==> src/hw/gie_pkg.sv <==
// Package with shared constants and types for the branch and increment execution unit.
package gie_pkg;

	// Register bus byte offsets.
	localparam logic [7:0] OFS_CTRL   = 8'h00;
	localparam logic [7:0] OFS_BANK   = 8'h04;
	localparam logic [7:0] OFS_WORK   = 8'h08;
	localparam logic [7:0] OFS_STATUS = 8'h0C;
	localparam logic [7:0] OFS_PC     = 8'h10;
	localparam logic [7:0] OFS_INDEX  = 8'h14;

	// Control register fields.
	localparam int CTRL_RUN_BIT = 0;
	localparam int CTRL_EXT_BIT = 1;

	// Status flag positions.
	localparam int ST_C  = 0;
	localparam int ST_DC = 1;
	localparam int ST_Z  = 2;
	localparam int ST_OV = 3;
	localparam int ST_N  = 4;

	// Reset values.
	localparam logic [20:0] PC_RST     = 21'h0_0000;
	localparam logic [7:0]  WORK_RST   = 8'h00;
	localparam logic [4:0]  STATUS_RST = 5'h00;
	localparam logic [3:0]  BANK_RST   = 4'h0;
	localparam logic [11:0] INDEX_RST  = 12'h000;
	localparam logic [1:0]  CTRL_RST   = 2'h0;

	// Encodings.
	localparam logic [7:0]  BRANCH_W1_HI = 8'hEF;
	localparam logic [3:0]  BRANCH_W2_HI = 4'hF;
	localparam logic [5:0]  INC_OPCODE   = 6'h0A;
	localparam logic [15:0] NOP_WORD     = 16'h0000;
	localparam logic [7:0]  ACCESS_SPLIT = 8'h80;
	localparam logic [7:0]  INDEX_LIMIT  = 8'h5F;
	localparam logic [3:0]  ACCESS_HI    = 4'hF;
	localparam logic [20:0] PC_STEP      = 21'h0_0002;

	typedef enum logic [1:0] {GIE_OP_NOP, GIE_OP_BRANCH, GIE_OP_INC} gie_op_e;

	// One clock per phase; four phases per instruction cycle.
	typedef enum logic [1:0] {PH_DECODE, PH_READ, PH_PROCESS, PH_WRITE} gie_phase_e;

	typedef struct packed {
		gie_phase_e  ph;
		logic        ph_first;
		logic        flush;
		logic [15:0] ir;
		logic [7:0]  lit_lo;
		logic [20:0] pc;
		logic [7:0]  work;
		logic [4:0]  status;
		logic [7:0]  res;
		logic [4:0]  flg;
		logic [3:0]  bank;
		logic [11:0] index;
		logic        run;
		logic        ext;
		logic [11:0] daddr;
		logic        dwe;
		logic [7:0]  dwdat;
		logic        ack;
		logic [31:0] rdat;
	} gie_state_s;

endpackage

==> src/hw/gie_core_if.sv <==
// Interface joining the core to its decoder and its incrementer.
`timescale 1ns/1ps
interface gie_core_if;
	logic [15:0]          ir;
	gie_pkg::gie_op_e     op;
	logic                 dst_f;
	logic                 bank_sel;
	logic [7:0]           faddr;
	logic [7:0]           operand;
	logic [7:0]           sum;
	logic [4:0]           flags;

	modport dec  (input ir, output op, dst_f, bank_sel, faddr);
	modport alu  (input operand, output sum, flags);
	modport core (output ir, operand, input op, dst_f, bank_sel, faddr, sum, flags);
endinterface

==> src/hw/gie_decode.sv <==
// Instruction word decoder for the branch and increment instructions.
`timescale 1ns/1ps
module gie_decode (
	// Decode channel
	gie_core_if.dec dif
);
	always_comb begin
		dif.op       = gie_pkg::GIE_OP_NOP;
		dif.dst_f    = dif.ir[9];
		dif.bank_sel = dif.ir[8];
		dif.faddr    = dif.ir[7:0];
		if (dif.ir[15:8] == gie_pkg::BRANCH_W1_HI) begin
			dif.op = gie_pkg::GIE_OP_BRANCH;
		end else if (dif.ir[15:10] == gie_pkg::INC_OPCODE) begin
			dif.op = gie_pkg::GIE_OP_INC;
		end
	end
endmodule

==> src/hw/gie_inc_alu.sv <==
// Byte incrementer with its status flags.
`timescale 1ns/1ps
module gie_inc_alu (
	// Arithmetic channel
	gie_core_if.alu aif
);
	logic [8:0] wide;
	logic [4:0] low;

	always_comb begin
		wide     = {1'b0, aif.operand} + 9'h001;
		low      = {1'b0, aif.operand[3:0]} + 5'h01;
		aif.sum  = wide[7:0];
		aif.flags = '0;
		// Adding one overflows only when the operand is the largest positive byte.
		aif.flags[gie_pkg::ST_C]  = wide[8];
		aif.flags[gie_pkg::ST_DC] = low[4];
		aif.flags[gie_pkg::ST_Z]  = (wide[7:0] == 8'h00);
		aif.flags[gie_pkg::ST_OV] = ~aif.operand[7] & wide[7];
		aif.flags[gie_pkg::ST_N]  = wide[7];
	end
endmodule

==> src/hw/gie_exec.sv <==
// Execution unit for the absolute branch and register increment instructions, with a Wishbone register slave.
`timescale 1ns/1ps
// Behaviour
// - Branch loads literal into pc bits 20:1.
// - Branch literal covers full twenty bit range.
// - First branch word upper byte is EF.
// - Second word starts 1111, holds literal 19:8.
// - Branch takes two cycles, second is empty.
// - Increment adds one to the addressed register.
// - Increment updates carry, nibble, negative, overflow, zero.
// - Destination bit zero writes working register only.
// - Destination bit one writes back to register.
// - Bank bit zero uses the fixed access bank.
// - Bank bit one combines bank register and address.
// - Extended set, low address: indexed offset addressing.
module gie_exec (
	// Clock and reset
	input  wire  logic        ref_clk,
	input  wire  logic        reset,
	// Wishbone slave
	input  wire  logic        wb_cyc_i,
	input  wire  logic        wb_stb_i,
	input  wire  logic        wb_we_i,
	input  wire  logic [7:0]  wb_adr_i,
	input  wire  logic [3:0]  wb_sel_i,
	input  wire  logic [31:0] wb_dat_i,
	output logic       [31:0] wb_dat_o,
	output logic              wb_ack_o,
	// Program memory fetch
	output logic       [20:0] prog_addr,
	input  wire  logic [15:0] prog_data,
	// Data register file
	output logic       [11:0] data_addr,
	input  wire  logic [7:0]  data_rd_data,
	output logic              data_we,
	output logic       [7:0]  data_wr_data,
	// Core state
	output logic       [7:0]  work_reg_o,
	output logic       [4:0]  status_o,
	output logic              phase_start
);
	gie_pkg::gie_state_s st_reg;
	gie_pkg::gie_state_s st_next;
	gie_core_if          cif ();

	gie_decode u_decode (
		.dif (cif.dec)
	);

	gie_inc_alu u_alu (
		.aif (cif.alu)
	);

	assign cif.ir      = st_reg.ir;
	assign cif.operand = data_rd_data;

	// Resolves the 8-bit register address into a 12-bit data address.
	function automatic logic [11:0] resolve_addr(input logic bank_sel, input logic ext, input logic [7:0] f,
	                                             input logic [3:0] bank, input logic [11:0] index);
		logic [11:0] a;
		a = {bank, f};
		if (!bank_sel) begin
			if (ext && f <= gie_pkg::INDEX_LIMIT) begin
				a = index + {4'h0, f};
			end else if (f < gie_pkg::ACCESS_SPLIT) begin
				a = {4'h0, f};
			end else begin
				a = {gie_pkg::ACCESS_HI, f};
			end
		end
		return a;
	endfunction

	// Merges a write into a register under the byte lane enables.
	function automatic logic [31:0] lane_merge(input logic [31:0] old, input logic [31:0] nw, input logic [3:0] sel);
		logic [31:0] r;
		r = old;
		for (int i = 0; i < 4; i++) begin
			if (sel[i]) begin
				r[i*8 +: 8] = nw[i*8 +: 8];
			end
		end
		return r;
	endfunction

	logic        bus_req;
	logic        bus_wr;
	logic [31:0] ctrl_word;
	logic [31:0] wmerge;

	always_comb begin
		st_next   = st_reg;
		bus_req   = wb_cyc_i & wb_stb_i & ~st_reg.ack;
		bus_wr    = wb_cyc_i & wb_stb_i & wb_we_i & st_reg.ack;
		ctrl_word = {30'h0, st_reg.ext, st_reg.run};
		wmerge    = 32'h0000_0000;

		// Register slave: one wait state, ack drops the cycle after it is given.
		st_next.ack = bus_req;
		if (bus_req) begin
			case (wb_adr_i)
				gie_pkg::OFS_CTRL:   st_next.rdat = ctrl_word;
				gie_pkg::OFS_BANK:   st_next.rdat = {28'h000_0000, st_reg.bank};
				gie_pkg::OFS_WORK:   st_next.rdat = {24'h00_0000, st_reg.work};
				gie_pkg::OFS_STATUS: st_next.rdat = {27'h000_0000, st_reg.status};
				gie_pkg::OFS_PC:     st_next.rdat = {11'h000, st_reg.pc};
				gie_pkg::OFS_INDEX:  st_next.rdat = {20'h0_0000, st_reg.index};
				default:             st_next.rdat = 32'h0000_0000;
			endcase
		end
		// A write lands at the edge where the master sees ack, so it meets the read data hand-over edge.
		if (bus_wr) begin
			case (wb_adr_i)
				gie_pkg::OFS_CTRL: begin
					wmerge      = lane_merge(ctrl_word, wb_dat_i, wb_sel_i);
					st_next.run = wmerge[gie_pkg::CTRL_RUN_BIT];
					st_next.ext = wmerge[gie_pkg::CTRL_EXT_BIT];
				end
				gie_pkg::OFS_BANK: begin
					wmerge       = lane_merge({28'h000_0000, st_reg.bank}, wb_dat_i, wb_sel_i);
					st_next.bank = wmerge[3:0];
				end
				gie_pkg::OFS_INDEX: begin
					wmerge        = lane_merge({20'h0_0000, st_reg.index}, wb_dat_i, wb_sel_i);
					st_next.index = wmerge[11:0];
				end
				default: begin
				end
			endcase
		end

		// Instruction phases. A stopped core parks in the decode phase without fetching.
		case (st_reg.ph)
			gie_pkg::PH_DECODE: begin
				if (st_reg.run) begin
					st_next.ph = gie_pkg::PH_READ;
					if (st_reg.flush) begin
						st_next.ir = gie_pkg::NOP_WORD;
					end else begin
						st_next.ir = prog_data;
						st_next.pc = st_reg.pc + gie_pkg::PC_STEP;
					end
				end
			end
			gie_pkg::PH_READ: begin
				st_next.ph = gie_pkg::PH_PROCESS;
				if (cif.op == gie_pkg::GIE_OP_BRANCH) begin
					st_next.lit_lo = st_reg.ir[7:0];
				end
				if (cif.op == gie_pkg::GIE_OP_INC) begin
					st_next.daddr = resolve_addr(cif.bank_sel, st_reg.ext, cif.faddr, st_reg.bank,
					                             st_reg.index);
				end
			end
			gie_pkg::PH_PROCESS: begin
				st_next.ph = gie_pkg::PH_WRITE;
				if (cif.op == gie_pkg::GIE_OP_INC) begin
					st_next.res   = cif.sum;
					st_next.flg   = cif.flags;
					st_next.dwe   = cif.dst_f;
					st_next.dwdat = cif.sum;
				end
			end
			gie_pkg::PH_WRITE: begin
				st_next.ph    = gie_pkg::PH_DECODE;
				st_next.dwe   = 1'b0;
				st_next.flush = 1'b0;
				// The second word is the word now fetched at the advanced program counter.
				if (cif.op == gie_pkg::GIE_OP_BRANCH && prog_data[15:12] == gie_pkg::BRANCH_W2_HI) begin
					st_next.pc    = {prog_data[11:0], st_reg.lit_lo, 1'b0};
					st_next.flush = 1'b1;
				end
				if (cif.op == gie_pkg::GIE_OP_INC) begin
					st_next.status = st_reg.flg;
					if (!cif.dst_f) begin
						st_next.work = st_reg.res;
					end
				end
			end
			default: st_next.ph = gie_pkg::PH_DECODE;
		endcase
		st_next.ph_first = (st_next.ph == gie_pkg::PH_DECODE);
	end

	always_ff @(posedge ref_clk) begin
		if (reset) begin
			st_reg        <= '0;
			st_reg.ph     <= gie_pkg::PH_DECODE;
			st_reg.ph_first <= 1'b1;
			st_reg.ir     <= gie_pkg::NOP_WORD;
			st_reg.pc     <= gie_pkg::PC_RST;
			st_reg.work   <= gie_pkg::WORK_RST;
			st_reg.status <= gie_pkg::STATUS_RST;
			st_reg.bank   <= gie_pkg::BANK_RST;
			st_reg.index  <= gie_pkg::INDEX_RST;
			st_reg.run    <= gie_pkg::CTRL_RST[gie_pkg::CTRL_RUN_BIT];
			st_reg.ext    <= gie_pkg::CTRL_RST[gie_pkg::CTRL_EXT_BIT];
		end else begin
			st_reg <= st_next;
		end
	end

	assign wb_dat_o     = st_reg.rdat;
	assign wb_ack_o     = st_reg.ack;
	assign prog_addr    = st_reg.pc;
	assign data_addr    = st_reg.daddr;
	assign data_we      = st_reg.dwe;
	assign data_wr_data = st_reg.dwdat;
	assign work_reg_o   = st_reg.work;
	assign status_o     = st_reg.status;
	assign phase_start  = st_reg.ph_first;
endmodule

==> config.mk <==
export PLATFORM = sky130hd
export DESIGN_NAME = gie_exec
export DESIGN_NICKNAME = d
export VERILOG_FILES = /design/src/hw/gie_pkg.sv /design/src/hw/gie_core_if.sv /design/src/hw/gie_decode.sv /design/src/hw/gie_inc_alu.sv /design/src/hw/gie_exec.sv
export SDC_FILE = /design/constraint.sdc
export NUM_CORES = 1
export LEC_CHECK = 0
export ABC_AREA = 1
export ABC_CLOCK_PERIOD_IN_PS = 3900
export BUFFER_PORTS_ARGS = -buffer_cell sky130_fd_sc_hd__clkbuf_2
export CAP_MARGIN = 30
export CELL_PAD_IN_SITES_DETAIL_PLACEMENT = 1
export CELL_PAD_IN_SITES_GLOBAL_PLACEMENT = 1
export CORE_MARGIN = 4
export CORE_UTILIZATION = 27
export DETAILED_ROUTE_END_ITERATION = 16
export MAX_ROUTING_LAYER = met4
export PLACE_DENSITY = 0.62
export SYNTH_ARGS = -nofsm -noshare
export SYNTH_HDL_FRONTEND = slang
export SYNTH_SLANG_ARGS = --single-unit
==> constraint.sdc <==
create_clock -name ref_clk -period 3.9 [get_ports ref_clk]
set_input_delay 0.39 -clock ref_clk [delete_from_list [all_inputs] [get_ports ref_clk]]
set_output_delay 0.39 -clock ref_clk [all_outputs]
set_load 0.005 [all_outputs]
==> impl_results.md, run 1 <==
* CP Capture Type: flop
* Global routing usage summed across all routing layers at 16.94%
* Clock-pin slew of the registers on the worst-case setup and hold paths at 60 ps
* Post-detailed-route DRC marker count at 0
* Count of standard-cell rows at 59
* Final setup vio count at 0
* Area of the die at 28930 sq um
* Cell types occupying the most area after synthesis: sky130_fd_sc_hd__dfxtp_1 36%, sky130_fd_sc_hd__nand2_1 12%, sky130_fd_sc_hd__buf_4 9.3%
* Net Sw Frac at 25.09%
* CP delay by family, top: adder cells
* Fin Hold WS at 161.9 ps
* Library cell used as clock root buffer: sky130_fd_sc_hd__clkbuf_16
* Worst IR Drop VDD at 292.9 uV
* Part of the power in registers at 37.8%
* Latest clock arrival within the worst-skew pair at 440 ps
* Total I/O pin count at 162
* Data arrival time of the worst path at 2710 ps
* Routability-driven placement congestion ratio at 0.8401
* Routed WL per cell at 16.81 um
* Max-slew violations at 0
* Number of antenna repair diodes at 0
* Starting utilization of the core area at 27.30%
* R2R Setup Slk at 1500 ps
* Final Hold Vio Count at 0
* Least-Margin Pin Slew at 978.8 ps
* NetSw at 0.9037 mW
* Number of buffers inserted during clock tree synthesis at 17
* Classification of the worst setup path: flop to flop
* Commonest non-fill, non-tap cell in the layout: sky130_fd_sc_hd__nand2_1
* Setup repair after global routing missed its margin: false
* Crit path required time at 4210 ps
* Cell count after synthesis at 1017
* Maximum buffer depth of the clock tree at 2
* Final net count at 1147
* Average vias per placed instance at 4.647
* Count of clock tree sinks at 126
* Crit Path Max Fanout at 23
* Pin count of the biggest net entering global routing at 62
* Worst-case setup margin in the final layout at 1501 ps
* Number of setup buffers added after CTS at 0
* Tcrit/Tclk final at 61.52%
* Placeable core region at 25980 sq um
* Antenna violations before repair at 0
* First-pass iteration count of the detailed router at 4
* Final clock skew at 15.61 ps
* Pwr Density at 445.1 nW/um^2
* Worst slack after detailed placement at 1514 ps
* CTS tree: done
* Mapped Avg Cell Area at 6.974 sq um
* Number of flops mapped to enable cells by yosys at 0
* Total overflow reported by the global router at 0
* Reg-to-Reg End: prog_addr[3]
* Hold Crit Class: input pin to flop
* Leading cell types in the layout, fill and taps excluded: 236 x sky130_fd_sc_hd__nand2_1, 127 x sky130_fd_sc_hd__clkbuf_2, 126 x sky130_fd_sc_hd__dfxtp_1, 115 x sky130_fd_sc_hd__a21oi_1, 88 x sky130_fd_sc_hd__nor2_1
* Power Internal at 2.699 mW
* Flip-flop count of the largest register, all copies and words added at 32
* Area share of the largest cell type after synthesis at 35.56%
* Min Tclk post-route at 2399 ps
* Part of the power in combinational logic at 8.8%
* Number of global-route vias before repair at 6564
* Unique masters post-synth at 46
* Number of synthesized register bits at 126
* Number of max-cap violations at 0
* Count of synthesis-stage warnings from yosys at 0
* Area overhead of the layout relative to synthesis at 14.09%
* Port Buf Inserts at 127
* Kind of start point of the critical path: flop
* Worst flop-to-flop path startpoint: st_reg[145]
* Die H at 170.1 um
* Startpoint of the worst hold path: data_rd_data[0]
* DRT Wirelength at 23640 um
* HPWL reported at the end of detailed placement at 17870 um
* Hold Buf Count CTS at 0
* Cells on worst reg2reg path at 8
* Max Clock Freq at 416.8 MHz
* Part of the Yosys area used for sequential elements at 35.56%
* Portion of total power attributed to the clock network at 53.4%
* Leakage Power at 3.378 nW
* Post-synth top flop: sky130_fd_sc_hd__dfxtp_1
* Fraction of final layout cells sized beyond drive strength 1 at 19.79%
* Post-synthesis cell type with the largest combined area: sky130_fd_sc_hd__dfxtp_1
* Hold endpoint: data_wr_data[0]
* Cell Chain, Critical Path: ha_1 -> inv_2 -> nand2_1 -> nand2_2 -> nand2_4 -> clkinv_4 -> o21ai_0 -> a21oi_1
* Proportion of synthesized flip-flops having asynchronous set or reset at 0%
* Die extent in x at 170.1 um
* Post_cts resized at 0
* Relative slew margins at 34.46%
* Critical path's largest stage delay at 730 ps
* Slowest cell on crit path: sky130_fd_sc_hd__ha_1
* Critical path origin: st_reg[145]
* First-pass GRT wire length at 37180 um
* Setup TNS at 0 ps
* Vias at 6534
* H-tree levels at 4
* Cell area after technology mapping at 7093 sq um
* Number of nets still failing antenna checks after routing at 0
* Cells on Worst Hold Path at 2
* Number of DRC violations after detailed-routing iteration 0 at 279
* Result of the run: completed
* Count of buffer and inverter cells on the critical path at 2
[area by class of cell]
type                    count  area, sq um
flip-flops and latches    126         2522
multi-input cells         687         3427
clock inverters            14        261.5
fillers                  3260        17890
clock buffers              18        439.2
well taps                 335        419.2
inverters                  96        365.4
repair buffers            130        658.1
[worst register-to-register path, stage by stage (launching register included)]
cell	delay (ps)
sky130_fd_sc_hd__dfxtp_1	380
sky130_fd_sc_hd__ha_1	730
sky130_fd_sc_hd__inv_2	220
sky130_fd_sc_hd__nand2_1	140
sky130_fd_sc_hd__nand2_2	70
sky130_fd_sc_hd__nand2_4	250
sky130_fd_sc_hd__clkinv_4	230
sky130_fd_sc_hd__o21ai_0	210
sky130_fd_sc_hd__a21oi_1	50
[Yosys cell counts, types with 15 or more instances]
| cell type | count |
|---|---|
| sky130_fd_sc_hd__dfxtp_1 | 126 |
| sky130_fd_sc_hd__o21ai_1 | 25 |
| sky130_fd_sc_hd__nand2_1 | 236 |
| sky130_fd_sc_hd__nor2_1 | 88 |
| sky130_fd_sc_hd__ha_1 | 15 |
| sky130_fd_sc_hd__a21oi_1 | 115 |
| sky130_fd_sc_hd__nand4_1 | 15 |
| sky130_fd_sc_hd__clkbuf_1 | 15 |
| sky130_fd_sc_hd__o21ai_0 | 61 |
| sky130_fd_sc_hd__inv_1 | 81 |
| sky130_fd_sc_hd__nand3_1 | 33 |
| sky130_fd_sc_hd__buf_4 | 88 |
[per-layer routing]
layer | routed length (um) | GRT usage, %
met1 | 11000 | 22.17
met2 | 10980 | 26.60
met3 | 1320 | 3.600
met4 | 344 | 4.618
met5 | 0 | -
[power groups by stage]
stage,logic [mW],registers (mW),clock network [mW]
2_1_floorplan,0.264,1.37,0
3_3_place_gp,0.314,1.39,0
3_5_place_dp,0.320,1.39,0
4_1_cts,0.321,1.36,1.96
5_1_grt,0.357,1.37,2.00
6_report,0.317,1.36,1.92
[per-stage QoR]
step / total power, mW / util (%) / cells / cell area [sq um]
finish: 3.602 / 31.14 / 1406 / 8093
global route: 3.722 / 31.14 / 1406 / 8093
CTS: 3.640 / 31.14 / 1406 / 8093
floorplan: 1.630 / - / 1028 / 7134
global placement: 1.704 / 28.45 / 1374 / 7392
detailed placement: 1.711 / 28.45 / 1374 / 7392
[worst max path at each step]
stage | depth (start not counted) | to | slack (ps)
after global routing | 9 | prog_addr[14] | 1260
after global placement | 8 | prog_addr[10] | 1570
after detailed placement | 10 | prog_addr[14] | 1510
after CTS | 8 | prog_addr[12] | 1470
after floorplan | 11 | data_addr[8] | 2200
final | 8 | prog_addr[3] | 1500
[cells by family after synthesis]
logic type      Yosys count  synth area share [%]
simple gates            414                 25.70
flops                   126                 35.56
buf+inv                 215                 16.70
xor+xnor                 11                 1.358
other cells               1               0.05287
compound gates          234                 17.69
fa+ha+maj                16                 2.928
No activity file was read; power rests on OpenSTA's default activity.
==> run 2: changes to the inputs <==
ABC_AREA = 0   (was 1)
ABC_CLOCK_PERIOD_IN_PS = 1930   (was 3900)
clock period = 1.93 ns   (was 3.9 ns; I/O delays follow)
==> run 2 against run 1 <==
Effect of this change:
- the flow now finishes with violations (setup timing)
- clock skew is 6.5 ps lower
- worst setup slack worse by 1500 ps
- fmax is 22% higher
- non-clock buffer count is 101 higher
- combinational power is 130% higher
==> impl_results.md, run 2 <==
* Result of the run: finished with violations
* Failing checks: setup timing
* Worst-case setup margin in the final layout at -43.36 ps
* First-pass GRT wire length at 37560 um
* Fin Hold WS at 10.81 ps
* Post-synth top flop: sky130_fd_sc_hd__dfxtp_1
* Number of max-cap violations at 0
* H-tree levels at 4
* Cell types occupying the most area after synthesis: sky130_fd_sc_hd__dfxtp_1 37%, sky130_fd_sc_hd__buf_4 9.5%, sky130_fd_sc_hd__mux2i_1 5.7%
* Flip-flop count of the largest register, all copies and words added at 32
* Final Util at 35.98%
* Slowest cell on crit path: sky130_fd_sc_hd__fa_2
* Number of nets still failing antenna checks after routing at 0
* Count of synthesis-stage warnings from yosys at 0
* Starting utilization of the core area at 27.69%
* Maximum buffer depth of the clock tree at 2
* Number of synthesized register bits at 126
* Crit path required time at 2300 ps
* Antenna violations before repair at 0
* CTS tree: done
* Mapped Avg Cell Area at 8.386 sq um
* Worst IR Drop VDD at 351.9 uV
* Least-Margin Pin Slew at 522.5 ps
* Total power draw at 7.254 mW
* Cell area after technology mapping at 6793 sq um
* Average vias per placed instance at 4.956
* Commonest non-fill, non-tap cell in the layout: sky130_fd_sc_hd__clkbuf_2
* Cell with the most instances after synthesis: sky130_fd_sc_hd__dfxtp_1
* Cells on Worst Hold Path at 3
* Total overflow reported by the global router at 0
* Vias at 6348
* Cell count after synthesis at 810
* Data arrival time of the worst path at 2340 ps
* Cell Chain, Critical Path: ha_4 -> inv_2 -> fa_2 -> nor2b_4 -> o2111ai_4 -> and4_1 -> o311a_1 -> nor3_2
* Number of flops mapped to enable cells by yosys at 0
* Relative slew margins at 64.80%
* Number of antenna repair diodes at 0
* Post-synthesis cell type with the largest combined area: sky130_fd_sc_hd__dfxtp_1
* Final Hold Vio Count at 0
* Final setup vio count at 4
* Number of buffers inserted during clock tree synthesis at 17
* Area of the die at 27760 sq um
* Critical path origin: st_reg[56]
* Routability-driven placement congestion ratio at 0.8592
* Worst flop-to-flop path startpoint: st_reg[56]
* Cells on worst reg2reg path at 8
* Cell types with the highest counts after synthesis: 126 x sky130_fd_sc_hd__dfxtp_1, 104 x sky130_fd_sc_hd__nor2_1, 86 x sky130_fd_sc_hd__buf_4
* Pin count of the biggest net entering global routing at 70
* Proportion of synthesized flip-flops having asynchronous set or reset at 0%
* Part of the Yosys area used for sequential elements at 37.13%
* Clock-pin slew of the registers on the worst-case setup and hold paths at 60 ps
* Placed cell count at 1241
* Critical path's largest stage delay at 370 ps
* Count of clock tree sinks at 126
* Final clock skew at 9.091 ps
* Fraction of final layout cells sized beyond drive strength 1 at 33.65%
* Library cell used as clock root buffer: sky130_fd_sc_hd__clkbuf_16
* CP delay by family, top: adder cells
* Number of global-route vias before repair at 6536
* Total I/O pin count at 162
* Post-detailed-route DRC marker count at 0
* Global routing usage summed across all routing layers at 17.73%
* Area overhead of the layout relative to synthesis at 29.93%
* First-pass iteration count of the detailed router at 6
* Pwr Density at 821.9 nW/um^2
* CP Capture Type: flop
* Min Tclk post-route at 1973 ps
* Hold Crit Class: input pin to flop
* Max-slew violations at 0
* Total placed instance area at 7860 sq um
* Reg-to-Reg End: data_addr[6]
* Crit Path Max Fanout at 4
* Leading cell types in the layout, fill and taps excluded: 126 x sky130_fd_sc_hd__clkbuf_2, 113 x sky130_fd_sc_hd__dfxtp_1, 104 x sky130_fd_sc_hd__nor2_1, 96 x sky130_fd_sc_hd__buf_4, 61 x sky130_fd_sc_hd__a21oi_1
* Leakage Power at 3.544 nW
* Die H at 166.6 um
* Port Buf Inserts at 127
* Classification of the worst setup path: flop to flop
* Placeable core region at 24530 sq um
* DRT Wirelength at 24410 um
* Final design area excluding fillers at 8826 sq um
* Area share of the largest cell type after synthesis at 37.13%
* R2R Setup Slk at -40 ps
* Setup repair after global routing missed its margin: true
* Unique masters post-synth at 69
* Die extent in x at 166.6 um
* Final net count at 1033
* Hold endpoint: st_reg[67]
* Count of buffer and inverter cells on the critical path at 1
* Max Clock Freq at 506.8 MHz
* Latest clock arrival within the worst-skew pair at 430 ps
* Routed WL per cell at 19.05 um
* Tcrit/Tclk final at 102.2%
* Post-Layout Cell Count at 1281
* Kind of start point of the critical path: flop
* Count of standard-cell rows at 57
* Startpoint of the worst hold path: wb_dat_i[11]
* Number of DRC violations after detailed-routing iteration 0 at 383
* HPWL reported at the end of detailed placement at 18450 um
==> run 2: cell count changes after synthesis, moves of 16 or more <==
| cell | before | now |
|---|---|---|
| sky130_fd_sc_hd__nand2_1 | 236 | 57 |
| sky130_fd_sc_hd__a211oi_1 | 0 | 19 |
| sky130_fd_sc_hd__mux2i_1 | 0 | 39 |
| sky130_fd_sc_hd__a22oi_1 | 0 | 17 |
| sky130_fd_sc_hd__inv_1 | 81 | 15 |
| sky130_fd_sc_hd__a21oi_1 | 115 | 61 |
| sky130_fd_sc_hd__o21ai_1 | 25 | 0 |
| sky130_fd_sc_hd__nor2_1 | 88 | 104 |
| sky130_fd_sc_hd__nor3b_1 | 0 | 19 |
| sky130_fd_sc_hd__o21ai_0 | 61 | 22 |
==> run 2: worst max-delay path by stage <==
stage | end | cells past startpoint
detailed placement | data_addr[10] | 8
floorplan | data_addr[10] | 8
global placement | data_addr[10] | 8
global route | data_addr[6] | 8
CTS | data_addr[9] | 6
finish | data_addr[6] | 8
==> run 2: logic make-up (layout without fill, tap and decap cells) <==
| logic type | count (synthesis) | count (layout) | share of synthesized area (%) |
|---|---|---|---|
| adders and majority gates | 16 | 16 | 3.058 |
| AOI/OAI and AO/OA | 181 | 181 | 17.43 |
| other | 1 | 12 | 0.05521 |
| buffers and inverters | 143 | 279 | 12.86 |
| and+or+nand+nor | 292 | 292 | 21.70 |
| muxes | 43 | 43 | 6.741 |
| xor gates and xnor gates | 8 | 8 | 1.032 |
| DFF | 126 | 126 | 37.13 |
==> run 2: layout make-up <==
cell class	instances	area [sq um]
Fill cell	2902	15710
Clock buffer	18	429.2
Inverter	15	60.06
Timing Repair inverter	1	7.507
Tap cell	324	405.4
Sequential cell	126	2539
Clock inverter	14	262.8
Multi-Input combinational cell	552	3630
Timing Repair Buffer	231	1493
==> run 2: per-stage QoR <==
stage / setup TNS (ps) / setup slack [ps]
5_1_grt: -504.2 / -142.1
2_1_floorplan: 0 / 14.30
3_3_place_gp: -100.3 / -60.97
3_5_place_dp: -256.1 / -159.7
6_report: -114.5 / -43.36
4_1_cts: -4.856 / -4.856
==> run 2: timing repair <==
action	4_1_cts	5_1_grt
endpoints found under the hold margin	3	0
cloned	0	1
buffers inserted	1	3
setup endpoints to repair	9	25
pin swaps	2	14
hold buffers	3	0
gates resized for setup	14	41
==> run 2: power by group <==
part	internal (mW)	switching, mW	total, mW
clock network	2.56	1.29	3.85
registers	2.64	0.0286	2.67
logic	0.323	0.417	0.740
total	5.52	1.74	7.25
==> run 2: routing by layer <==
metal  GRT usage [%]  part of all wire [%]  vias up
li1                -                     -     3069
met1           22.52                    46     3084
met2           27.78                    46      162
met3           4.456                   5.4       33
met4           5.763                   2.2        0
met5               -                     0        -
==> run 2: worst register-to-register path, stage by stage, from the launching register on <==
cell and delay (ps):
sky130_fd_sc_hd__dfxtp_2 350, sky130_fd_sc_hd__ha_4 140, sky130_fd_sc_hd__inv_2 40, sky130_fd_sc_hd__fa_2 370
sky130_fd_sc_hd__nor2b_4 160, sky130_fd_sc_hd__o2111ai_4 150, sky130_fd_sc_hd__and4_1 210, sky130_fd_sc_hd__o311a_1 350
sky130_fd_sc_hd__nor3_2 140
